[src/srg_supervisor_regs.vh]
// Constants for the supply supervisor with gated serial EEPROM.
// Assumes a single system clock whose rate is given in MHz below.
`ifndef SRG_SUPERVISOR_REGS_VH
`define SRG_SUPERVISOR_REGS_VH

`define SRG_CLK_MHZ        25
`define SRG_SPIKE_NS       100
`define SRG_GLITCH_NS      30
`define SRG_MAN_GLITCH_NS  100
`define SRG_RST_TIMEOUT_US 200000
`define SRG_WC_US          5000
// Cycle counts of the two intervals at the 25 MHz clock above; keep them in step with it.
`define SRG_RST_TIMEOUT_CYC 24'h4C4B40
`define SRG_WC_CYC          24'h01E848
`define SRG_BUS_FREE_NS    1300
`define SRG_SLAVE_ADDR     7'h50
`define SRG_PAGE_BITS      4
`define SRG_ADDR_BITS      8
`define SRG_CNT_BITS       24

`endif

[src/srg_supervisor.v]
// Supply supervisor with reset timeout and an I2C EEPROM slave gated by reset.
// Assumes sys_clk_i is free running; all pins are asynchronous, and all inputs but resetn_i are
// synchronised and glitch filtered here before any logic looks at them.
`timescale 1ns/10ps
`include "srg_supervisor_regs.vh"

// Operation
// RULE_01: A page or byte write finishes its internal cycle within 5 ms of the stop that ends it.
// RULE_02: While the internal write runs, the bus interface is off, SDA stays released and the address is not acknowledged.
// RULE_03: Pulses up to 100 ns on SDA and SCL are never taken as edges, starts or stops.
// RULE_04: The master leaves the bus idle at least 1.3 us after a stop before a new start.
// RULE_05: Supply dips of 30 ns or less below threshold produce no reset.
// RULE_06: Low pulses up to 100 ns on the manual reset input produce no reset.
// RULE_07: Reset outputs assert within 1 us of the manual reset input going low.
// RULE_08: Reset outputs assert within 5 us of the supply falling below threshold.
// RULE_09: The master waits up to 270 ms after the supply is stable before a memory read.
// RULE_10: The master waits up to 270 ms after the supply is stable before a memory write.
// RULE_11: At power-up reset is held until the supply is good and then for the 200 ms timeout.
// RULE_12: Reset holds while manual reset is low and for one full timeout after it returns high.
// RULE_13: Active reset aborts any transfer and refuses new ones, but a started internal write still completes.
// RULE_14: The master treats a missing address acknowledge as busy and retries for up to 5 ms.
// RULE_15: Reset and write intervals are timed by internal counters on the device's own clock.
module srg_supervisor #(
    parameter [23:0] RST_TIMEOUT_CYC = `SRG_RST_TIMEOUT_CYC,
    parameter [23:0] WRITE_CYCLE_CYC = `SRG_WC_CYC,
    parameter [6:0]  SLAVE_ADDR      = `SRG_SLAVE_ADDR
) (
    input  wire sys_clk_i,
    input  wire resetn_i,
    input  wire supply_ok_i,
    input  wire manual_reset_input_n_i,
    input  wire scl_i,
    input  wire sda_i,
    output wire sda_o,
    output wire sda_oe_n_o,
    output wire reset_n_o,
    output wire reset_n_oe_n_o,
    output wire reset_o,
    output wire reset_oe_n_o,
    output wire write_busy_o
);

    localparam integer SPIKE_RAW  = (`SRG_SPIKE_NS * `SRG_CLK_MHZ + 999) / 1000;
    localparam integer GLITCH_RAW = (`SRG_GLITCH_NS * `SRG_CLK_MHZ + 999) / 1000;
    localparam integer MAN_RAW    = (`SRG_MAN_GLITCH_NS * `SRG_CLK_MHZ + 999) / 1000;
    localparam [2:0]   SPIKE_THR  = SPIKE_RAW[2:0];
    localparam [2:0]   GLITCH_THR = GLITCH_RAW[2:0];
    localparam [2:0]   MAN_THR    = MAN_RAW[2:0];

    localparam [4:0] ST_IDLE = 5'h01;
    localparam [4:0] ST_RX   = 5'h02;
    localparam [4:0] ST_ACK  = 5'h04;
    localparam [4:0] ST_TX   = 5'h08;
    localparam [4:0] ST_MACK = 5'h10;

    localparam [1:0] KIND_DEV  = 2'h0;
    localparam [1:0] KIND_WORD = 2'h1;
    localparam [1:0] KIND_DATA = 2'h2;

    // Channel order: 0 SCL, 1 SDA, 2 manual reset, 3 supply good.
    localparam [3:0] PIN_IDLE = 4'h7;

    reg  [3:0]                sync1_reg;
    reg  [3:0]                sync2_reg;
    reg  [3:0]                filt_reg;
    reg  [3:0]                filt_q_reg;
    reg  [2:0]                fcnt_reg [0:3];
    reg                       rst_act_reg;
    reg  [`SRG_CNT_BITS-1:0]  rst_cnt_reg;
    reg                       busy_reg;
    reg  [`SRG_CNT_BITS-1:0]  busy_cnt_reg;
    reg  [4:0]                state_reg;
    reg  [1:0]                kind_reg;
    reg  [3:0]                bit_reg;
    reg  [7:0]                shift_reg;
    reg                       rw_reg;
    reg                       sda_drv_reg;
    reg  [`SRG_ADDR_BITS-1:0] waddr_reg;
    reg  [15:0]               mask_reg;
    reg  [7:0]                mem [0:255];
    reg  [7:0]                page_buf [0:15];
    integer                   i;
    integer                   j;

    wire scl_f      = filt_reg[0];
    wire sda_f      = filt_reg[1];
    wire scl_rise   = filt_reg[0] & ~filt_q_reg[0];
    wire scl_fall   = ~filt_reg[0] & filt_q_reg[0];
    wire start_ev   = filt_q_reg[1] & ~sda_f & scl_f & filt_q_reg[0];
    wire stop_ev    = ~filt_q_reg[1] & sda_f & scl_f & filt_q_reg[0];
    wire rx_done    = (state_reg == ST_RX) && scl_fall && (bit_reg == 4'h8);
    wire bus_quiet  = ~start_ev & ~stop_ev & ~rst_act_reg;
    wire page_we    = rx_done && (kind_reg == KIND_DATA) && bus_quiet;
    wire commit     = stop_ev & (|mask_reg) & ~rst_act_reg & ~busy_reg;
    wire [7:0] rd_byte = mem[waddr_reg];

    function [2:0] filt_thr;
        input integer ch;
        begin
            case (ch)
                2:       filt_thr = MAN_THR;
                3:       filt_thr = GLITCH_THR;
                default: filt_thr = SPIKE_THR;
            endcase
        end
    endfunction

    // A new level is taken only after it has been seen on more samples than the
    // widest pulse to be rejected can cover; SCL and SDA get the same delay so
    // their relative order, and hence start and stop detection, is preserved.
    always @(posedge sys_clk_i or negedge resetn_i) begin
        if (!resetn_i) begin
            sync1_reg  <= PIN_IDLE;
            sync2_reg  <= PIN_IDLE;
            filt_reg   <= PIN_IDLE;
            filt_q_reg <= PIN_IDLE;
            for (i = 0; i < 4; i = i + 1) begin
                fcnt_reg[i] <= 3'h0;
            end
        end else begin
            sync1_reg  <= {supply_ok_i, manual_reset_input_n_i, sda_i, scl_i};
            sync2_reg  <= sync1_reg;
            filt_q_reg <= filt_reg;
            for (i = 0; i < 4; i = i + 1) begin
                if (sync2_reg[i] == filt_reg[i]) begin
                    fcnt_reg[i] <= 3'h0;
                end else if (fcnt_reg[i] == filt_thr(i)) begin // [RULE_03] [RULE_05] [RULE_06]
                    filt_reg[i] <= sync2_reg[i];
                    fcnt_reg[i] <= 3'h0;
                end else begin
                    fcnt_reg[i] <= fcnt_reg[i] + 3'h1;
                end
            end
        end
    end

    // Reset is held while either cause is present and the timeout restarts
    // from zero each time, so the release always follows a full period.
    always @(posedge sys_clk_i or negedge resetn_i) begin
        if (!resetn_i) begin
            rst_act_reg <= 1'b1;
            rst_cnt_reg <= {`SRG_CNT_BITS{1'b0}};
        end else if (!filt_reg[3] || !filt_reg[2]) begin // [RULE_07] [RULE_08]
            rst_act_reg <= 1'b1;
            rst_cnt_reg <= {`SRG_CNT_BITS{1'b0}};
        end else if (rst_act_reg) begin
            if (rst_cnt_reg == RST_TIMEOUT_CYC - 24'h000001) begin // [RULE_11] [RULE_12] [RULE_15]
                rst_act_reg <= 1'b0;
            end else begin
                rst_cnt_reg <= rst_cnt_reg + 24'h000001;
            end
        end
    end

    // The internal write is not gated by reset once it has begun.
    always @(posedge sys_clk_i or negedge resetn_i) begin
        if (!resetn_i) begin
            busy_reg     <= 1'b0;
            busy_cnt_reg <= {`SRG_CNT_BITS{1'b0}};
        end else if (commit) begin
            busy_reg     <= 1'b1;
            busy_cnt_reg <= {`SRG_CNT_BITS{1'b0}};
        end else if (busy_reg) begin
            if (busy_cnt_reg == WRITE_CYCLE_CYC - 24'h000001) begin // [RULE_01] [RULE_13] [RULE_15]
                busy_reg <= 1'b0;
            end else begin
                busy_cnt_reg <= busy_cnt_reg + 24'h000001;
            end
        end
    end

    // Array storage has no reset; the page buffer is committed as a whole so
    // an aborted sequence leaves the array untouched.
    always @(posedge sys_clk_i) begin
        if (page_we) begin
            page_buf[waddr_reg[3:0]] <= shift_reg;
        end
        if (commit) begin
            for (j = 0; j < 16; j = j + 1) begin
                if (mask_reg[j]) begin
                    mem[{waddr_reg[7:4], j[3:0]}] <= page_buf[j];
                end
            end
        end
    end

    always @(posedge sys_clk_i or negedge resetn_i) begin
        if (!resetn_i) begin
            state_reg   <= ST_IDLE;
            kind_reg    <= KIND_DEV;
            bit_reg     <= 4'h0;
            shift_reg   <= 8'h00;
            rw_reg      <= 1'b0;
            sda_drv_reg <= 1'b0;
            waddr_reg   <= 8'h00;
            mask_reg    <= 16'h0000;
        end else if (rst_act_reg) begin // [RULE_13]
            state_reg   <= ST_IDLE;
            sda_drv_reg <= 1'b0;
            mask_reg    <= 16'h0000;
        end else if (start_ev) begin
            sda_drv_reg <= 1'b0;
            mask_reg    <= 16'h0000;
            bit_reg     <= 4'h0;
            kind_reg    <= KIND_DEV;
            state_reg   <= busy_reg ? ST_IDLE : ST_RX; // [RULE_02]
        end else if (stop_ev) begin
            state_reg   <= ST_IDLE;
            sda_drv_reg <= 1'b0;
            mask_reg    <= 16'h0000;
        end else begin
            case (state_reg)
                ST_IDLE: begin
                    sda_drv_reg <= 1'b0;
                end
                ST_RX: begin
                    if (scl_rise) begin
                        shift_reg <= {shift_reg[6:0], sda_f};
                        bit_reg   <= bit_reg + 4'h1;
                    end else if (rx_done) begin
                        bit_reg     <= 4'h0;
                        state_reg   <= ST_ACK;
                        sda_drv_reg <= 1'b1;
                        case (kind_reg)
                            KIND_DEV: begin
                                rw_reg <= shift_reg[0];
                                if (shift_reg[7:1] != SLAVE_ADDR || busy_reg) begin // [RULE_02]
                                    state_reg   <= ST_IDLE;
                                    sda_drv_reg <= 1'b0;
                                end
                            end
                            KIND_WORD: begin
                                waddr_reg <= shift_reg;
                            end
                            default: begin
                                mask_reg[waddr_reg[3:0]] <= 1'b1;
                                waddr_reg[3:0]           <= waddr_reg[3:0] + 4'h1;
                            end
                        endcase
                    end
                end
                ST_ACK: begin
                    if (scl_fall) begin
                        if (kind_reg == KIND_DEV && rw_reg) begin
                            shift_reg   <= rd_byte;
                            sda_drv_reg <= ~rd_byte[7];
                            waddr_reg   <= waddr_reg + 8'h01;
                            state_reg   <= ST_TX;
                        end else begin
                            sda_drv_reg <= 1'b0;
                            kind_reg    <= (kind_reg == KIND_DEV) ? KIND_WORD : KIND_DATA;
                            state_reg   <= ST_RX;
                        end
                    end
                end
                ST_TX: begin
                    if (scl_fall) begin
                        if (bit_reg == 4'h7) begin
                            sda_drv_reg <= 1'b0;
                            bit_reg     <= 4'h0;
                            state_reg   <= ST_MACK;
                        end else begin
                            shift_reg   <= {shift_reg[6:0], 1'b0};
                            sda_drv_reg <= ~shift_reg[6];
                            bit_reg     <= bit_reg + 4'h1;
                        end
                    end
                end
                ST_MACK: begin
                    if (scl_rise && sda_f) begin
                        state_reg <= ST_IDLE;
                    end else if (scl_fall) begin
                        shift_reg   <= rd_byte;
                        sda_drv_reg <= ~rd_byte[7];
                        waddr_reg   <= waddr_reg + 8'h01;
                        state_reg   <= ST_TX;
                    end
                end
                default: begin
                    state_reg   <= ST_IDLE;
                    sda_drv_reg <= 1'b0;
                end
            endcase
        end
    end

    assign sda_o          = 1'b0;
    assign sda_oe_n_o     = ~sda_drv_reg;
    assign reset_n_o      = 1'b0;
    assign reset_n_oe_n_o = ~rst_act_reg;
    assign reset_o        = 1'b1;
    assign reset_oe_n_o   = ~rst_act_reg;
    assign write_busy_o   = busy_reg;

endmodule // srg_supervisor

[config.mk]
export PLATFORM = sky130hd
export DESIGN_NAME = srg_supervisor
export DESIGN_NICKNAME = d
export VERILOG_FILES = /design/src/srg_supervisor.v
export VERILOG_INCLUDE_DIRS = /design/src
export SDC_FILE = /design/constraint.sdc
export NUM_CORES = 2
export LEC_CHECK = 0
export BUFFER_PORTS_ARGS = -buffer_cell sky130_fd_sc_hd__buf_4
export CORE_ASPECT_RATIO = 1.75
export CORE_MARGIN = 2
export CORE_UTILIZATION = 35
export DETAILED_ROUTE_END_ITERATION = 10
export GPL_ROUTABILITY_DRIVEN = 0
export PLACE_DENSITY = 0.59
export SYNTH_ARGS = -nofsm -noshare
export SYNTH_HDL_FRONTEND = slang
export SYNTH_SLANG_ARGS = --single-unit
export TNS_END_PERCENT = 30
[constraint.sdc]
create_clock -name sys_clk_i -period 3.17 [get_ports sys_clk_i]
set_input_delay 0.4755 -clock sys_clk_i [delete_from_list [all_inputs] [get_ports sys_clk_i]]
set_output_delay 0.4755 -clock sys_clk_i [all_outputs]
set_load 0.02 [all_outputs]
==> metrics.cfg <==
[power]
p_clk_share_pct=42.0
p_leak_nw=25.35
switching_share_pct=20.21
p_seq_share_pct=57.1
comb_power_share_pct=0.9
p_int_mw=45.97
ir_worst_vdd_mv=0.4825
p_sw_mw=11.64
power_density_nw_per_um2=542.5

[die]
initial_utilization_pct=35.23
fp.dieArea_um2=258300
num_rows=244
die_h_um=670.9
die_w_um=385.1
fp.coreArea_um2=252500
ios=13

[synthesis]
muxShareOfSynthArea_pct=16.12
synth_edf_count=2176
yosys_warnings=0
seq_area_frac_synth_pct=76.89
synth.distinct_cells=77
syn_area_um2=88940
async_flop_share_pct=5.268
netlist_instances=4184
yosys.area_share.simple_pct=3.575
synth_xor_area_share_pct=0.4628
synth_top_family_by_area=multiplexers
ys_ff_latch=2297
ys.flop_type=edfxtp_1
synth_area_per_cell_um2=21.26
synth_fa_ha_area_share_pct=0.1547
synth_compound_area_share_pct=1.511

[worst_hold_path]
min_path_type=in -> async

[clock_tree]
cts_root_buf=clkbuf_16
clock_latency_ns=0.89
cts_tree=built
clk_path_buf_depth=4
numCtsBuffers=196
clkSlewWorstSetupHoldPaths_ns=0.07
cts.sinks=2297
cts_htree_levels=4

[grt]
grt_overflow=0
grt_pass1_wl_um=476600
grt_pass1_vias=49000
grt_max_degree=73
track_usage_pct=28.36
antenna_found_initial=125

[timing]
finalClockSkew_ns=0.04631
slew_viol_final=0
period_share_pct=103.2
setup_slack_ns=-0.1007
rsz0062_at_grt=yes
max_freq_mhz=305.7
setup_viol=8
worstMarginPinSlew_ns=1.367
fin_hold_ws_ns=0.2414
min_period_ns=3.271
slew_headroom_pct=8.851
hold_viol_final=0

[setup_path]
critPathCaptureType=flip-flop
start_kind=flip-flop
crit_arrival_ns=4.03
reg2reg_slack_ns=-0.10
crit_fanout=6
crit_type=reg -> reg
r2r-end=shift_reg[1]$_DFFE_PN0P_
critPathRequiredTime_ns=3.93
rr_startpoint=waddr_reg[0]$_DFFE_PN0P_
reg2reg_depth=11

[drt]
drtPass1Iterations=8
via_per_inst=6.011
drt_iter0_markers=8420
antenna_left=0
vias=51440
remaining_drc_errors=0
routed_wl_um=364100
routedWlPerCell_um=42.55

[placed_design]
io_buffers=9
place_ws_ns=-0.3662
dp_hpwl_um=251800

[finish]
final_common_cell=edfxtp_1
largest_reg_flops=2048
nFillCells=21740
fin_nets=4998
area_growth_pct=19.39
drive_gt1_share_pct=35.38
final_cell_mix=2176 x edfxtp_1, 717 x buf_4, 608 x mux4_2

[run_status]
status=complete, but fails checks
violations=negative setup slack

[run]
max-cap-violations=0

kinds of logic after synthesis:
logic type,count (synthesis)
xor gates and xnor gates,47
muxes,671
AOI/OAI and AO/OA,199
other,2
adders and majority gates,11
DFF,2297
buffers and inverters,244
and+or+nand+nor,713
repair_timing:
item | in CTS | in global routing
pin swaps | 19 | 13
hold buffers | 5 | 0
endpoints found under the hold margin | 66 | 0
cloned | 7 | 0
gates resized for setup | 79 | 54
setup endpoints to repair | 9 | 9
setup buffers | 24 | 24
worst max path at each step:
| stage | startpoint | to | slack, ns | depth (start not counted) |
|---|---|---|---|---|
| after floorplan | waddr_reg[3]$_DFFE_PN0P_ | page_buf[10][0]$_DFFE_PP_ | 0.25 | 7 |
| after global placement | waddr_reg[0]$_DFFE_PN0P_ | shift_reg[7]$_DFFE_PN0P_ | -0.43 | 10 |
| after detailed placement | waddr_reg[0]$_DFFE_PN0P_ | shift_reg[7]$_DFFE_PN0P_ | -0.37 | 10 |
| after CTS | waddr_reg[0]$_DFFE_PN0P_ | shift_reg[1]$_DFFE_PN0P_ | -0.03 | 12 |
| after global routing | waddr_reg[0]$_DFFE_PN0P_ | shift_reg[4]$_DFFE_PN0P_ | -0.13 | 11 |
| final | waddr_reg[0]$_DFFE_PN0P_ | shift_reg[1]$_DFFE_PN0P_ | -0.10 | 11 |
cell usage after synthesis, types with 5 or more instances:
| master | number | area, µm² |
|---|---|---|
| a21oi_1 | 53 | 265.3 |
| a221oi_1 | 7 | 61.31 |
| a22o_1 | 18 | 157.7 |
| a22oi_1 | 25 | 187.7 |
| a31oi_1 | 6 | 37.54 |
| and2_1 | 7 | 43.79 |
| and3_1 | 16 | 100.1 |
| buf_1 | 36 | 135.1 |
| buf_2 | 49 | 245.2 |
| buf_4 | 26 | 195.2 |
| buf_6 | 8 | 90.09 |
| clkbuf_1 | 104 | 390.4 |
| dfrtp_1 | 108 | 2703 |
| dfstp_2 | 13 | 341.6 |
| edfxtp_1 | 2176 | 65340 |
| ha_1 | 11 | 137.6 |
| inv_1 | 18 | 67.56 |
| mux2_2 | 13 | 146.4 |
| mux2i_1 | 50 | 500.5 |
| mux4_2 | 608 | 13690 |
| nand2_1 | 114 | 427.9 |
| nand2b_1 | 12 | 75.07 |
| nand3_1 | 43 | 215.2 |
| nand3b_1 | 6 | 45.04 |
| nand4_1 | 17 | 106.4 |
| nor2_1 | 393 | 1475 |
| nor2b_1 | 20 | 125.1 |
| nor3_1 | 30 | 150.1 |
| nor3b_1 | 9 | 67.56 |
| nor4_1 | 17 | 106.4 |
| o21ai_0 | 30 | 150.1 |
| o21ai_1 | 5 | 25.02 |
| o22ai_1 | 10 | 62.56 |
| or3_1 | 6 | 37.54 |
| xnor2_1 | 23 | 201.4 |
| xor2_1 | 24 | 210.2 |
layout make-up:
cell class | count | area (µm²) | area share (%)
sequential | 2297 | 68400 | 64.42
multi-input combinational | 1644 | 19790 | 18.63
timing repair buffer | 821 | 7286 | 6.861
clock buffer | 242 | 5180 | 4.878
tap | 3321 | 4155 | 3.913
clock inverter | 111 | 1037 | 0.9768
antenna | 101 | 252.7 | 0.2380
inverter | 21 | 88.84 | 0.08366
critical path: stages (launching register included):
cell and delay [ns]:
dfrtp_4 0.50, buf_12 0.17, buf_12 0.14, buf_16 0.14, buf_6 0.12, mux4_2 0.64, mux4_2 0.58, mux4_2 0.48
nand2_1 0.08, o21ai_1 0.07, nand2_1 0.12, a21oi_1 0.07
layer usage:
| metal | routed length, µm | up-vias | global-route usage [%] |
|---|---|---|---|
| met4 | 48330 | 42 | 30.21 |
| met3 | 36780 | 1226 | 7.951 |
| li1 | - | 18920 | - |
| met1 | 104500 | 27070 | 28.91 |
| met2 | 174100 | 4185 | 44.82 |
| met5 | 479 | - | 0.6992 |
power by group through the flow:
stage / registers (mW) / logic [mW] / clock network [mW]
finish: 32.9 / 0.497 / 24.2
global route: 32.9 / 0.551 / 25.3
CTS: 32.9 / 0.497 / 24.3
detailed placement: 33.6 / 0.489 / 0
global placement: 33.6 / 0.463 / 0
floorplan: 33.5 / 0.315 / 0
stage by stage:
stage | cell area [µm²] | std cells | util [%] | TNS (ns) | total power, mW
detailed placement | 98490 | 8048 | 39.01 | -1.995 | 34.05
floorplan | 88950 | 4185 | - | 0 | 33.84
finish | 106200 | 8558 | 42.06 | -0.5526 | 57.61
global route | 106000 | 8502 | 42.00 | -0.7126 | 58.73
global placement | 98490 | 8048 | 39.01 | -2.227 | 34.01
CTS | 105500 | 8435 | 41.80 | -0.1850 | 57.70
No activity file was read; power rests on OpenSTA's default activity.
